`src/inc/twom_pkg.sv`:
```
// Package: constants and types for the 16-bit timer waveform output block
package twom_pkg;

   // ==========================================
   // Widths, channel count and channel index
   localparam int CNT_W = 16;
   localparam int NUM_CH = 3;
   localparam int CH_A = 0;

   // ==========================================
   // Fixed counter values
   localparam logic [15:0] BOTTOM_VAL = 16'h0000;
   localparam logic [15:0] MAX_VAL = 16'hFFFF;
   localparam logic [15:0] TOP_8BIT = 16'h00FF;
   localparam logic [15:0] TOP_9BIT = 16'h01FF;
   localparam logic [15:0] TOP_10BIT = 16'h03FF;

   // ==========================================
   // Waveform mode codes
   localparam logic [3:0] WM_NORMAL = 4'h0;
   localparam logic [3:0] WM_PC8 = 4'h1;
   localparam logic [3:0] WM_PC9 = 4'h2;
   localparam logic [3:0] WM_PC10 = 4'h3;
   localparam logic [3:0] WM_CTC_A = 4'h4;
   localparam logic [3:0] WM_FP8 = 4'h5;
   localparam logic [3:0] WM_FP9 = 4'h6;
   localparam logic [3:0] WM_FP10 = 4'h7;
   localparam logic [3:0] WM_PFC_CAP = 4'h8;
   localparam logic [3:0] WM_PFC_A = 4'h9;
   localparam logic [3:0] WM_PC_CAP = 4'hA;
   localparam logic [3:0] WM_PC_A = 4'hB;
   localparam logic [3:0] WM_CTC_CAP = 4'hC;
   localparam logic [3:0] WM_RSVD = 4'hD;
   localparam logic [3:0] WM_FP_CAP = 4'hE;
   localparam logic [3:0] WM_FP_A = 4'hF;

   // ==========================================
   // Output action codes
   localparam logic [1:0] ACT_OFF = 2'h0;
   localparam logic [1:0] ACT_TOGGLE = 2'h1;
   localparam logic [1:0] ACT_CLEAR = 2'h2;
   localparam logic [1:0] ACT_SET = 2'h3;

   // Reset values
   localparam logic [15:0] CNT_RST = 16'h0000;
   localparam logic OUT_RST = 1'b0;

   // ==========================================
   // Types
   typedef enum logic [1:0] {
      TWOM_KIND_NONPWM,
      TWOM_KIND_FAST,
      TWOM_KIND_DUAL
   } twom_kind_t;

   typedef enum logic [1:0] {
      TWOM_TOP_FIXED,
      TWOM_TOP_CMPA,
      TWOM_TOP_CAP
   } twom_top_src_t;

   typedef enum logic [1:0] {
      TWOM_UPD_NOW,
      TWOM_UPD_TOP,
      TWOM_UPD_BOTTOM
   } twom_upd_t;

   typedef enum logic [1:0] {
      TWOM_OVF_MAX,
      TWOM_OVF_TOP,
      TWOM_OVF_BOTTOM
   } twom_ovf_t;

   // Decoded mode attributes
   typedef struct packed {
      twom_kind_t kind;
      twom_top_src_t top_src;
      logic [15:0] fixed_top;
      twom_upd_t upd;
      twom_ovf_t ovf;
      logic reserved;
   } twom_mode_t;

   // Per-channel compare setup
   typedef struct packed {
      logic [1:0] action;
      logic [15:0] compare;
   } twom_chan_cfg_t;

endpackage

```
`src/hdl/twom_mode_dec.sv`:
```
// Waveform mode decoder: counting sequence, TOP source, update and flag points
module twom_mode_dec (
   input wire logic [3:0] waveform_mode_select,
   output twom_pkg::twom_mode_t mode
);

   // ==========================================
   // Decode table
   always_comb begin
      mode.kind = twom_pkg::TWOM_KIND_NONPWM;
      mode.top_src = twom_pkg::TWOM_TOP_FIXED;
      mode.fixed_top = twom_pkg::MAX_VAL;
      mode.upd = twom_pkg::TWOM_UPD_NOW;
      mode.ovf = twom_pkg::TWOM_OVF_MAX;
      mode.reserved = 1'b0;
      case (waveform_mode_select)
         twom_pkg::WM_NORMAL: begin
            mode.fixed_top = twom_pkg::MAX_VAL;
         end
         twom_pkg::WM_CTC_A: begin
            mode.top_src = twom_pkg::TWOM_TOP_CMPA;
         end
         twom_pkg::WM_CTC_CAP: begin
            mode.top_src = twom_pkg::TWOM_TOP_CAP;
         end
         twom_pkg::WM_PC8, twom_pkg::WM_PC9, twom_pkg::WM_PC10: begin
            mode.kind = twom_pkg::TWOM_KIND_DUAL;
            mode.upd = twom_pkg::TWOM_UPD_TOP;
            mode.ovf = twom_pkg::TWOM_OVF_BOTTOM;
            if (waveform_mode_select == twom_pkg::WM_PC8) begin
               mode.fixed_top = twom_pkg::TOP_8BIT;
            end else if (waveform_mode_select == twom_pkg::WM_PC9) begin
               mode.fixed_top = twom_pkg::TOP_9BIT;
            end else begin
               mode.fixed_top = twom_pkg::TOP_10BIT;
            end
         end
         twom_pkg::WM_PC_CAP, twom_pkg::WM_PC_A: begin
            mode.kind = twom_pkg::TWOM_KIND_DUAL;
            mode.upd = twom_pkg::TWOM_UPD_TOP;
            mode.ovf = twom_pkg::TWOM_OVF_BOTTOM;
            mode.top_src = (waveform_mode_select == twom_pkg::WM_PC_A) ?
               twom_pkg::TWOM_TOP_CMPA : twom_pkg::TWOM_TOP_CAP;
         end
         twom_pkg::WM_PFC_CAP, twom_pkg::WM_PFC_A: begin
            mode.kind = twom_pkg::TWOM_KIND_DUAL;
            mode.upd = twom_pkg::TWOM_UPD_BOTTOM;
            mode.ovf = twom_pkg::TWOM_OVF_BOTTOM;
            mode.top_src = (waveform_mode_select == twom_pkg::WM_PFC_A) ?
               twom_pkg::TWOM_TOP_CMPA : twom_pkg::TWOM_TOP_CAP;
         end
         twom_pkg::WM_FP8, twom_pkg::WM_FP9, twom_pkg::WM_FP10: begin
            mode.kind = twom_pkg::TWOM_KIND_FAST;
            mode.upd = twom_pkg::TWOM_UPD_BOTTOM;
            mode.ovf = twom_pkg::TWOM_OVF_TOP;
            if (waveform_mode_select == twom_pkg::WM_FP8) begin
               mode.fixed_top = twom_pkg::TOP_8BIT;
            end else if (waveform_mode_select == twom_pkg::WM_FP9) begin
               mode.fixed_top = twom_pkg::TOP_9BIT;
            end else begin
               mode.fixed_top = twom_pkg::TOP_10BIT;
            end
         end
         twom_pkg::WM_FP_CAP, twom_pkg::WM_FP_A: begin
            mode.kind = twom_pkg::TWOM_KIND_FAST;
            mode.upd = twom_pkg::TWOM_UPD_BOTTOM;
            mode.ovf = twom_pkg::TWOM_OVF_TOP;
            mode.top_src = (waveform_mode_select == twom_pkg::WM_FP_A) ?
               twom_pkg::TWOM_TOP_CMPA : twom_pkg::TWOM_TOP_CAP;
         end
         default: begin
            mode.reserved = 1'b1;
         end
      endcase
   end

endmodule

```
`src/hdl/twom_timer.sv`:
```
// 16-bit timer with mode decode, three compare channels and waveform outputs
module twom_timer (
   input wire logic clk,
   input wire logic nrst,
   input wire logic timer_tick,
   input wire logic [3:0] waveform_mode_select,
   input wire twom_pkg::twom_chan_cfg_t [2:0] chan_cfg,
   input wire logic [15:0] capture_top_value,
   input wire logic [2:0] force_match_strobe,
   input wire logic counter_write,
   input wire logic [15:0] counter_write_value,
   input wire logic overflow_ack,
   input wire logic [2:0] match_ack,
   input wire logic [2:0] port_data,
   input wire logic [2:0] port_dir,
   output logic [15:0] counter_value,
   output logic count_down,
   output logic overflow_flag,
   output logic [2:0] channel_match_flag,
   output logic [2:0] channel_output_state,
   output logic [2:0] pin_out,
   output logic [2:0] pin_oe
);

   // ==========================================
   // Mode decode
   twom_pkg::twom_mode_t mode;

   twom_mode_dec u_dec (
      .waveform_mode_select(waveform_mode_select),
      .mode(mode)
   );

   // Channel output connected to the pin for a given mode
   function automatic logic chan_connected(input logic [1:0] act, input logic [3:0] wm,
                                           input twom_pkg::twom_kind_t kind, input int ch);
      logic r;
      r = (act != twom_pkg::ACT_OFF);
      if (act == twom_pkg::ACT_TOGGLE) begin
         if (kind == twom_pkg::TWOM_KIND_FAST) begin
            r = (ch == twom_pkg::CH_A) &&
                (wm == twom_pkg::WM_FP_CAP || wm == twom_pkg::WM_FP_A);
         end else if (kind == twom_pkg::TWOM_KIND_DUAL) begin
            r = (ch == twom_pkg::CH_A) &&
                (wm == twom_pkg::WM_PFC_A || wm == twom_pkg::WM_PC_A);
         end
      end
      return r;
   endfunction

   // Output state after a match
   function automatic logic match_result(input logic [1:0] act, input logic cur,
                                         input twom_pkg::twom_kind_t kind, input logic down);
      logic r;
      r = cur;
      case (act)
         twom_pkg::ACT_TOGGLE: r = ~cur;
         twom_pkg::ACT_CLEAR: r = (kind == twom_pkg::TWOM_KIND_DUAL) ? down : 1'b0;
         twom_pkg::ACT_SET: r = (kind == twom_pkg::TWOM_KIND_DUAL) ? ~down : 1'b1;
         default: r = cur;
      endcase
      return r;
   endfunction

   // ==========================================
   // Counter and double-buffered compare values
   logic [15:0] cnt_q, cnt_d;
   logic down_q, down_d;
   logic [2:0][15:0] cmp_q, cmp_d;
   logic blk_q, blk_d;
   logic [15:0] top;
   logic at_top, at_bottom, wrap;

   always_comb begin
      if (mode.top_src == twom_pkg::TWOM_TOP_CMPA) begin
         top = cmp_q[twom_pkg::CH_A];
      end else if (mode.top_src == twom_pkg::TWOM_TOP_CAP) begin
         top = capture_top_value;
      end else begin
         top = mode.fixed_top;
      end
      at_top = (cnt_q == top);
      at_bottom = (cnt_q == twom_pkg::BOTTOM_VAL);
      wrap = 1'b0;
      cnt_d = cnt_q;
      down_d = down_q;
      blk_d = counter_write ? 1'b1 : (timer_tick ? 1'b0 : blk_q);
      cmp_d = cmp_q;
      if (counter_write) begin
         cnt_d = counter_write_value;
      end else if (timer_tick && !mode.reserved) begin
         case (mode.kind)
            twom_pkg::TWOM_KIND_DUAL: begin
               if (!down_q && at_top && !at_bottom) begin
                  down_d = 1'b1;
                  cnt_d = cnt_q - 16'h0001;
               end else if (down_q && (at_bottom || cnt_q == 16'h0001)) begin
                  down_d = 1'b0;
                  cnt_d = cnt_q - 16'h0001;
                  if (at_bottom) begin
                     cnt_d = cnt_q + 16'h0001;
                  end
               end else begin
                  cnt_d = down_q ? cnt_q - 16'h0001 : cnt_q + 16'h0001;
               end
            end
            twom_pkg::TWOM_KIND_FAST: begin
               cnt_d = at_top ? twom_pkg::BOTTOM_VAL : cnt_q + 16'h0001;
               wrap = at_top;
            end
            default: begin
               if (waveform_mode_select != twom_pkg::WM_NORMAL && at_top) begin
                  cnt_d = twom_pkg::BOTTOM_VAL;
               end else begin
                  cnt_d = cnt_q + 16'h0001;
               end
            end
         endcase
      end
      // Compare value loading
      for (int i = 0; i < twom_pkg::NUM_CH; i++) begin
         if (mode.upd == twom_pkg::TWOM_UPD_NOW) begin
            cmp_d[i] = chan_cfg[i].compare;
         end else if (timer_tick && mode.upd == twom_pkg::TWOM_UPD_TOP && at_top) begin
            cmp_d[i] = chan_cfg[i].compare;
         end else if (timer_tick && mode.upd == twom_pkg::TWOM_UPD_BOTTOM &&
                      (wrap || (mode.kind == twom_pkg::TWOM_KIND_DUAL && at_bottom))) begin
            cmp_d[i] = chan_cfg[i].compare;
         end
      end
   end

   always_ff @(posedge clk or negedge nrst) begin
      if (!nrst) begin
         cnt_q <= twom_pkg::CNT_RST;
         down_q <= 1'b0;
         cmp_q <= '0;
         blk_q <= 1'b0;
      end else begin
         cnt_q <= cnt_d;
         down_q <= down_d;
         cmp_q <= cmp_d;
         blk_q <= blk_d;
      end
   end

   // ==========================================
   // Flags and channel outputs
   logic ovf_q, ovf_d;
   logic [2:0] mflag_q, mflag_d;
   logic [2:0] oc_q, oc_d;
   logic [2:0] pout_q, pout_d;
   logic [2:0] poe_q, poe_d;
   logic ovf_evt;
   logic [2:0] hit;
   logic conn;

   always_comb begin
      ovf_evt = 1'b0;
      if (timer_tick && !counter_write && !mode.reserved) begin
         case (mode.ovf)
            twom_pkg::TWOM_OVF_MAX: ovf_evt = (cnt_q == twom_pkg::MAX_VAL);
            twom_pkg::TWOM_OVF_TOP: ovf_evt = at_top;
            default: ovf_evt = down_q && (cnt_q == 16'h0001 || at_bottom);
         endcase
      end
      ovf_d = ovf_evt ? 1'b1 : (overflow_ack ? 1'b0 : ovf_q);
      mflag_d = mflag_q;
      oc_d = oc_q;
      pout_d = pout_q;
      poe_d = poe_q;
      for (int i = 0; i < twom_pkg::NUM_CH; i++) begin
         // Match seen on the tick, flag registered for the next cycle
         hit[i] = timer_tick && !blk_q && !counter_write && !mode.reserved &&
                  (cnt_q == cmp_q[i]);
         mflag_d[i] = hit[i] ? 1'b1 : (match_ack[i] ? 1'b0 : mflag_q[i]);
         conn = chan_connected(chan_cfg[i].action, waveform_mode_select, mode.kind, i);
         if (mode.kind == twom_pkg::TWOM_KIND_NONPWM) begin
            if (hit[i] || (force_match_strobe[i] && !mode.reserved)) begin
               oc_d[i] = match_result(chan_cfg[i].action, oc_q[i], mode.kind,
                                      down_q);
            end
         end else if (conn && !mode.reserved) begin
            if (mode.kind == twom_pkg::TWOM_KIND_FAST) begin
               if (chan_cfg[i].action[1]) begin
                  if (wrap) begin
                     oc_d[i] = ~chan_cfg[i].action[0];
                  end else if (hit[i] && !at_top) begin
                     oc_d[i] = chan_cfg[i].action[0];
                  end
               end else if (hit[i]) begin
                  oc_d[i] = ~oc_q[i];
               end
            end else if (hit[i]) begin
               oc_d[i] = match_result(chan_cfg[i].action, oc_q[i], mode.kind, down_q);
            end
         end
         pout_d[i] = conn ? oc_d[i] : port_data[i];
         poe_d[i] = port_dir[i];
      end
   end

   always_ff @(posedge clk or negedge nrst) begin
      if (!nrst) begin
         ovf_q <= 1'b0;
         mflag_q <= '0;
         oc_q <= {twom_pkg::NUM_CH{twom_pkg::OUT_RST}};
         pout_q <= '0;
         poe_q <= '0;
      end else begin
         ovf_q <= ovf_d;
         mflag_q <= mflag_d;
         oc_q <= oc_d;
         pout_q <= pout_d;
         poe_q <= poe_d;
      end
   end

   // ==========================================
   // Outputs
   assign counter_value = cnt_q;
   assign count_down = down_q;
   assign overflow_flag = ovf_q;
   assign channel_match_flag = mflag_q;
   assign channel_output_state = oc_q;
   assign pin_out = pout_q;
   assign pin_oe = poe_q;

endmodule

```
`config.mk`:
```
export PLATFORM = sky130hd
export DESIGN_NAME = twom_timer
export DESIGN_NICKNAME = d
export VERILOG_FILES = /design/src/inc/twom_pkg.sv /design/src/hdl/twom_mode_dec.sv /design/src/hdl/twom_timer.sv
export SDC_FILE = /design/constraint.sdc
export NUM_CORES = 1
export LEC_CHECK = 0
export BUFFER_PORTS_ARGS = -buffer_cell sky130_fd_sc_hd__buf_2
export CORE_MARGIN = 3
export CORE_UTILIZATION = 25
export CTS_CLUSTER_SIZE = 40
export DETAILED_ROUTE_END_ITERATION = 12
export PLACE_DENSITY = 0.48
export SLEW_MARGIN = 10
export SYNTH_ARGS = -nofsm -noshare
export SYNTH_HDL_FRONTEND = slang
export SYNTH_SLANG_ARGS = --single-unit
```
`constraint.sdc`:
```
create_clock -name clk -period 4.39 [get_ports clk]
set_input_delay 0.878 -clock clk [delete_from_list [all_inputs] [get_ports clk]]
set_output_delay 0.878 -clock clk [all_outputs]
set_load 0.1 [all_outputs]
```
==> metrics.md <==
| Metric | Value |
|---|---|
| Pint | `1670 uW` |
| Worst path max stage delay | `0.47 ns` |
| Run status | `complete, no violations` |
| Data required, critical path | `4.63 ns` |
| Average wire length per cell after detail routing | `between 15 and 20 um` |
| Clock tree from TritonCTS | `built` |
| Top post-synthesis cells by area | `dfrtp_1 32%, mux2_2 11%, xnor2_1 6.1%` |
| Total number of placement rows | `56` |
| Max frequency | `258 MHz` |
| Tightest Pin Transition | `around 0.9 ns` |
| Worst setup EP type | `flop` |
| Maximum number of buffers from clock root to sink | `2` |
| Via count | `6008` |
| Synth async-reset ratio | `100%` |
| Total of buffers placed on input and output ports | `136` |
| Count of final hold-check violations | `0` |
| Die boundary width | `163 um` |
| Num CTS Buffers | `9` |
| Part of the power in combinational logic | `37.0%` |
| Count of endpoints failing setup in the final report | `0` |
| Clk Tree Root Cell | `clkbuf_16` |
| Delay-heaviest family, CP | `compound AO/OA/AOI/OAI gates` |
| Portion of synthesized cell area occupied by the leading cell type | `32.2%` |
| Synthesized flop and latch total | `79` |
| Starting DRT DRC Count | `387` |
| Post-detail-place hpwl | `17300 um` |
| Vias per Instance | `roughly 5.2` |
| Initial Utilization | `25.8%` |
| Cell area after synthesis | `around 6100 um2` |
| Post-Syn Nets | `812` |
| Count of mapped cells out of synthesis | `between 600 and 700` |
| Most used standard cells in the synthesized netlist | `79 x dfrtp_1, 59 x mux2_2, 52 x nand2_1, 43 x xnor2_1, 42 x o21ai_0` |
| Later-pin clock latency in the skew report | `0.36 ns` |
| Static leakage power | `~0.0033 uW` |
| Post-cts gate resize count | `0` |
| Core Util, Final | `between 30% and 40%` |
| Clock power frac | `29.5%` |
| Initial antenna violation count | `4` |
| Type of the worst min-delay path | `reg2reg` |
| Router iterations before antenna repair | `8` |
| # fillers | `2588` |
| Number of buffers inserted by hold repair at cts | `0` |
| Portion of total power attributed to sequential cells | `33.5%` |
| Total routed wirelength | `22900 um` |
| Count of pins over their slew limit | `0` |
| Top-Level Pins | `137` |
| Share of post-route cells with drive strength above 1 | `32.3%` |
| Count of maximum capacitance violations | `0` |
| Top FF cell, synth | `dfrtp_1` |
| Maximum fanout count along the critical path | `13` |
| Classification of the worst setup path | `in2reg` |
| Maximum vdd drop | `approximately 0.17 mV` |
| Die Y-Extent | `163 um` |
| Clock tree skew after final layout | `0.00833 ns` |
| Per-instance average area after synthesis | `8.78 um2` |
| Antenna Nets Post-Route | `0` |
| WP buf/inv | `2` |
| Cell taking the most area after synthesis | `dfrtp_1` |
| Setup TNS after final layout | `0 ns` |
| Global Route Usage Sum | `17.5%` |
| Post-CTS setup buffer count | `0` |
| Pin count of the biggest net entering global routing | `65` |
| Dominant cell by count in the synthesized netlist | `dfrtp_1` |
| Min Clock Period, post-route | `3.88 ns` |
| Crit path launch type | `primary input` |
| Unique cell type count in the Yosys netlist | `73` |
| Wire length of the first global-routing pass | `35800 um` |
| Unrepaired setup endpoints after global routing | `no` |
| Number of antenna repair diodes | `0` |
| Count of yosys warnings during synthesis | `0` |
| Number of enable flip-flop cells after synthesis | `0` |
| Slowest CP cell | `nor4_4` |
| Total global routing overflow | `0` |
| Vias in the first global route | `6141` |
| Power density over the cells | `about 370 nW/um2` |
| Number of non-filler instances in the completed layout | `1164` |
| Sw Pwr | `1180 uW` |
| Area added between synthesis and finish | `24.9%` |
| Sw Ratio | `41.5%` |
| Critical path, cell by cell | `buf_2 > buf_4 > nand2_1 > mux2_4 > o221ai_1 > o21ai_0 > nor4_4 > and3_1 > nand2b_1 > a31oi_1 > a221o_1 > o2bb2ai_1` |
| Nets@finish | `953` |
| Last weighted congestion value of the routability-driven placer | `0.917` |
| Worst slew margin | `40.0%` |
| Clock slew at the register clock pins of the worst setup and hold paths | `0.07 ns` |
| H-tree levels | `3` |
| Fin crit share | `88.4%` |
| Critical path data arrival time | `4.13 ns` |
| Die area | `26500 um2` |
| Core Region | `23800 um2` |
| Number of placed cells counting well taps | `1148` |
| DR DRC count | `0` |
| Fraction of the yosys area taken by sequential cells | `between 30% and 40%` |
| Clock net sink count | `79` |
==> state kept, by name, summed over array words and instances (netlist names) <==
name	cells
overflow_flag	1
cmp_q	48
count_down	1
counter_value	16
pin_oe	3
blk_q	1
channel_output_state	3
pin_out	3
channel_match_flag	3
==> power by group through the flow <==
stage               clock (uW)  sequential [uW]  combinational [uW]
global route               898              972                1150
CTS                        870              957                1060
global placement             0              970                1060
finish                     840              956                1060
floorplan                    0             1160                 547
detailed placement           0              971                1060
==> worst register-to-register path: cells and delay by family (launching register included) <==
family           cells  cell delay (ns)
flip-flops           1             0.54
AO/OA/AOI/OAI        3             0.56
multiplexers         1             0.26
AND/OR/NAND/NOR      5             2.12
==> cells in the final DEF (no fill, tap or decap), drive strengths merged, types with 16 or more instances in the layout <==
cell type,count
a21oi,32
and3,19
buf,180
dfrtp,79
inv,30
mux2,61
nand2,52
nand2b,16
nand3,25
nor2,41
o21ai,45
xnor2,43
==> cell type report <==
| class | instances | area (um2) | share of cell area (%) |
|---|---|---|---|
| clock buffers | 9 | 225 | 2.94 |
| clock inverters | 7 | 95.1 | 1.24 |
| inverters | 26 | 97.6 | 1.27 |
| multi-input cells | 544 | 3850 | 50.2 |
| flip-flops and latches | 79 | 1980 | 25.8 |
| well taps | 319 | 399 | 5.21 |
| repair buffers | 180 | 1030 | 13.4 |
==> metrics by stage <==
step	area, um2	total power [uW]	hold slack [ns]	worst slack [ns]
2_1_floorplan	6140	1710	0.494	0.813
3_3_place_gp	7350	2030	0.466	0.188
3_5_place_dp	7350	2030	0.480	0.141
4_1_cts	7670	2890	0.496	0.516
5_1_grt	7670	3020	0.530	0.222
6_report	7670	2850	0.487	0.509
==> layer usage <==
metal / vias up / track usage [%] / part of all wire [%]
li1: 2872 / - / -
met1: 2901 / 23.9 / 46
met2: 197 / 28.1 / 47
met3: 30 / 3.99 / 6.0
met4: 8 / 4.42 / 1.6
met5: - / 0 / 0.21
==> kinds of logic after synthesis <==
| kind of cell | after synthesis | synth area share [%] |
|---|---|---|
| flip-flops | 79 | 32.2 |
| AO/OA/AOI/OAI | 180 | 20.2 |
| adder cells (fa/ha/maj) | 6 | 1.22 |
| XOR/XNOR | 57 | 8.13 |
| buffers and inverters | 76 | 5.20 |
| multiplexers | 67 | 12.2 |
| AND/OR/NAND/NOR | 234 | 20.8 |
==> worst paths after layout <==
| path | startpoint | to | slack, ns | depth (start not counted) |
|---|---|---|---|---|
| setup / recovery | waveform_mode_select[3] | counter_value[15]$_DFFE_PN0P_ | 0.51 | 12 |
| hold / removal | channel_match_flag[0]$_DFFE_PN0P_ | channel_match_flag[0]$_DFFE_PN0P_ | 0.49 | 1 |
| setup reg to reg | counter_value[3]$_DFFE_PN0P_ | counter_value[13]$_DFFE_PN0P_ | 0.81 | 9 |
| hold reg to reg | channel_match_flag[0]$_DFFE_PN0P_ | channel_match_flag[0]$_DFFE_PN0P_ | 0.49 | 1 |
| max in group asynchronous | nrst | counter_value[13]$_DFFE_PN0P_ | 2.92 | 2 |
| min in group asynchronous | nrst | cmp_q[8]$_DFFE_PN0P_ | 0.64 | 1 |
Power figures use the tool's default switching activity.
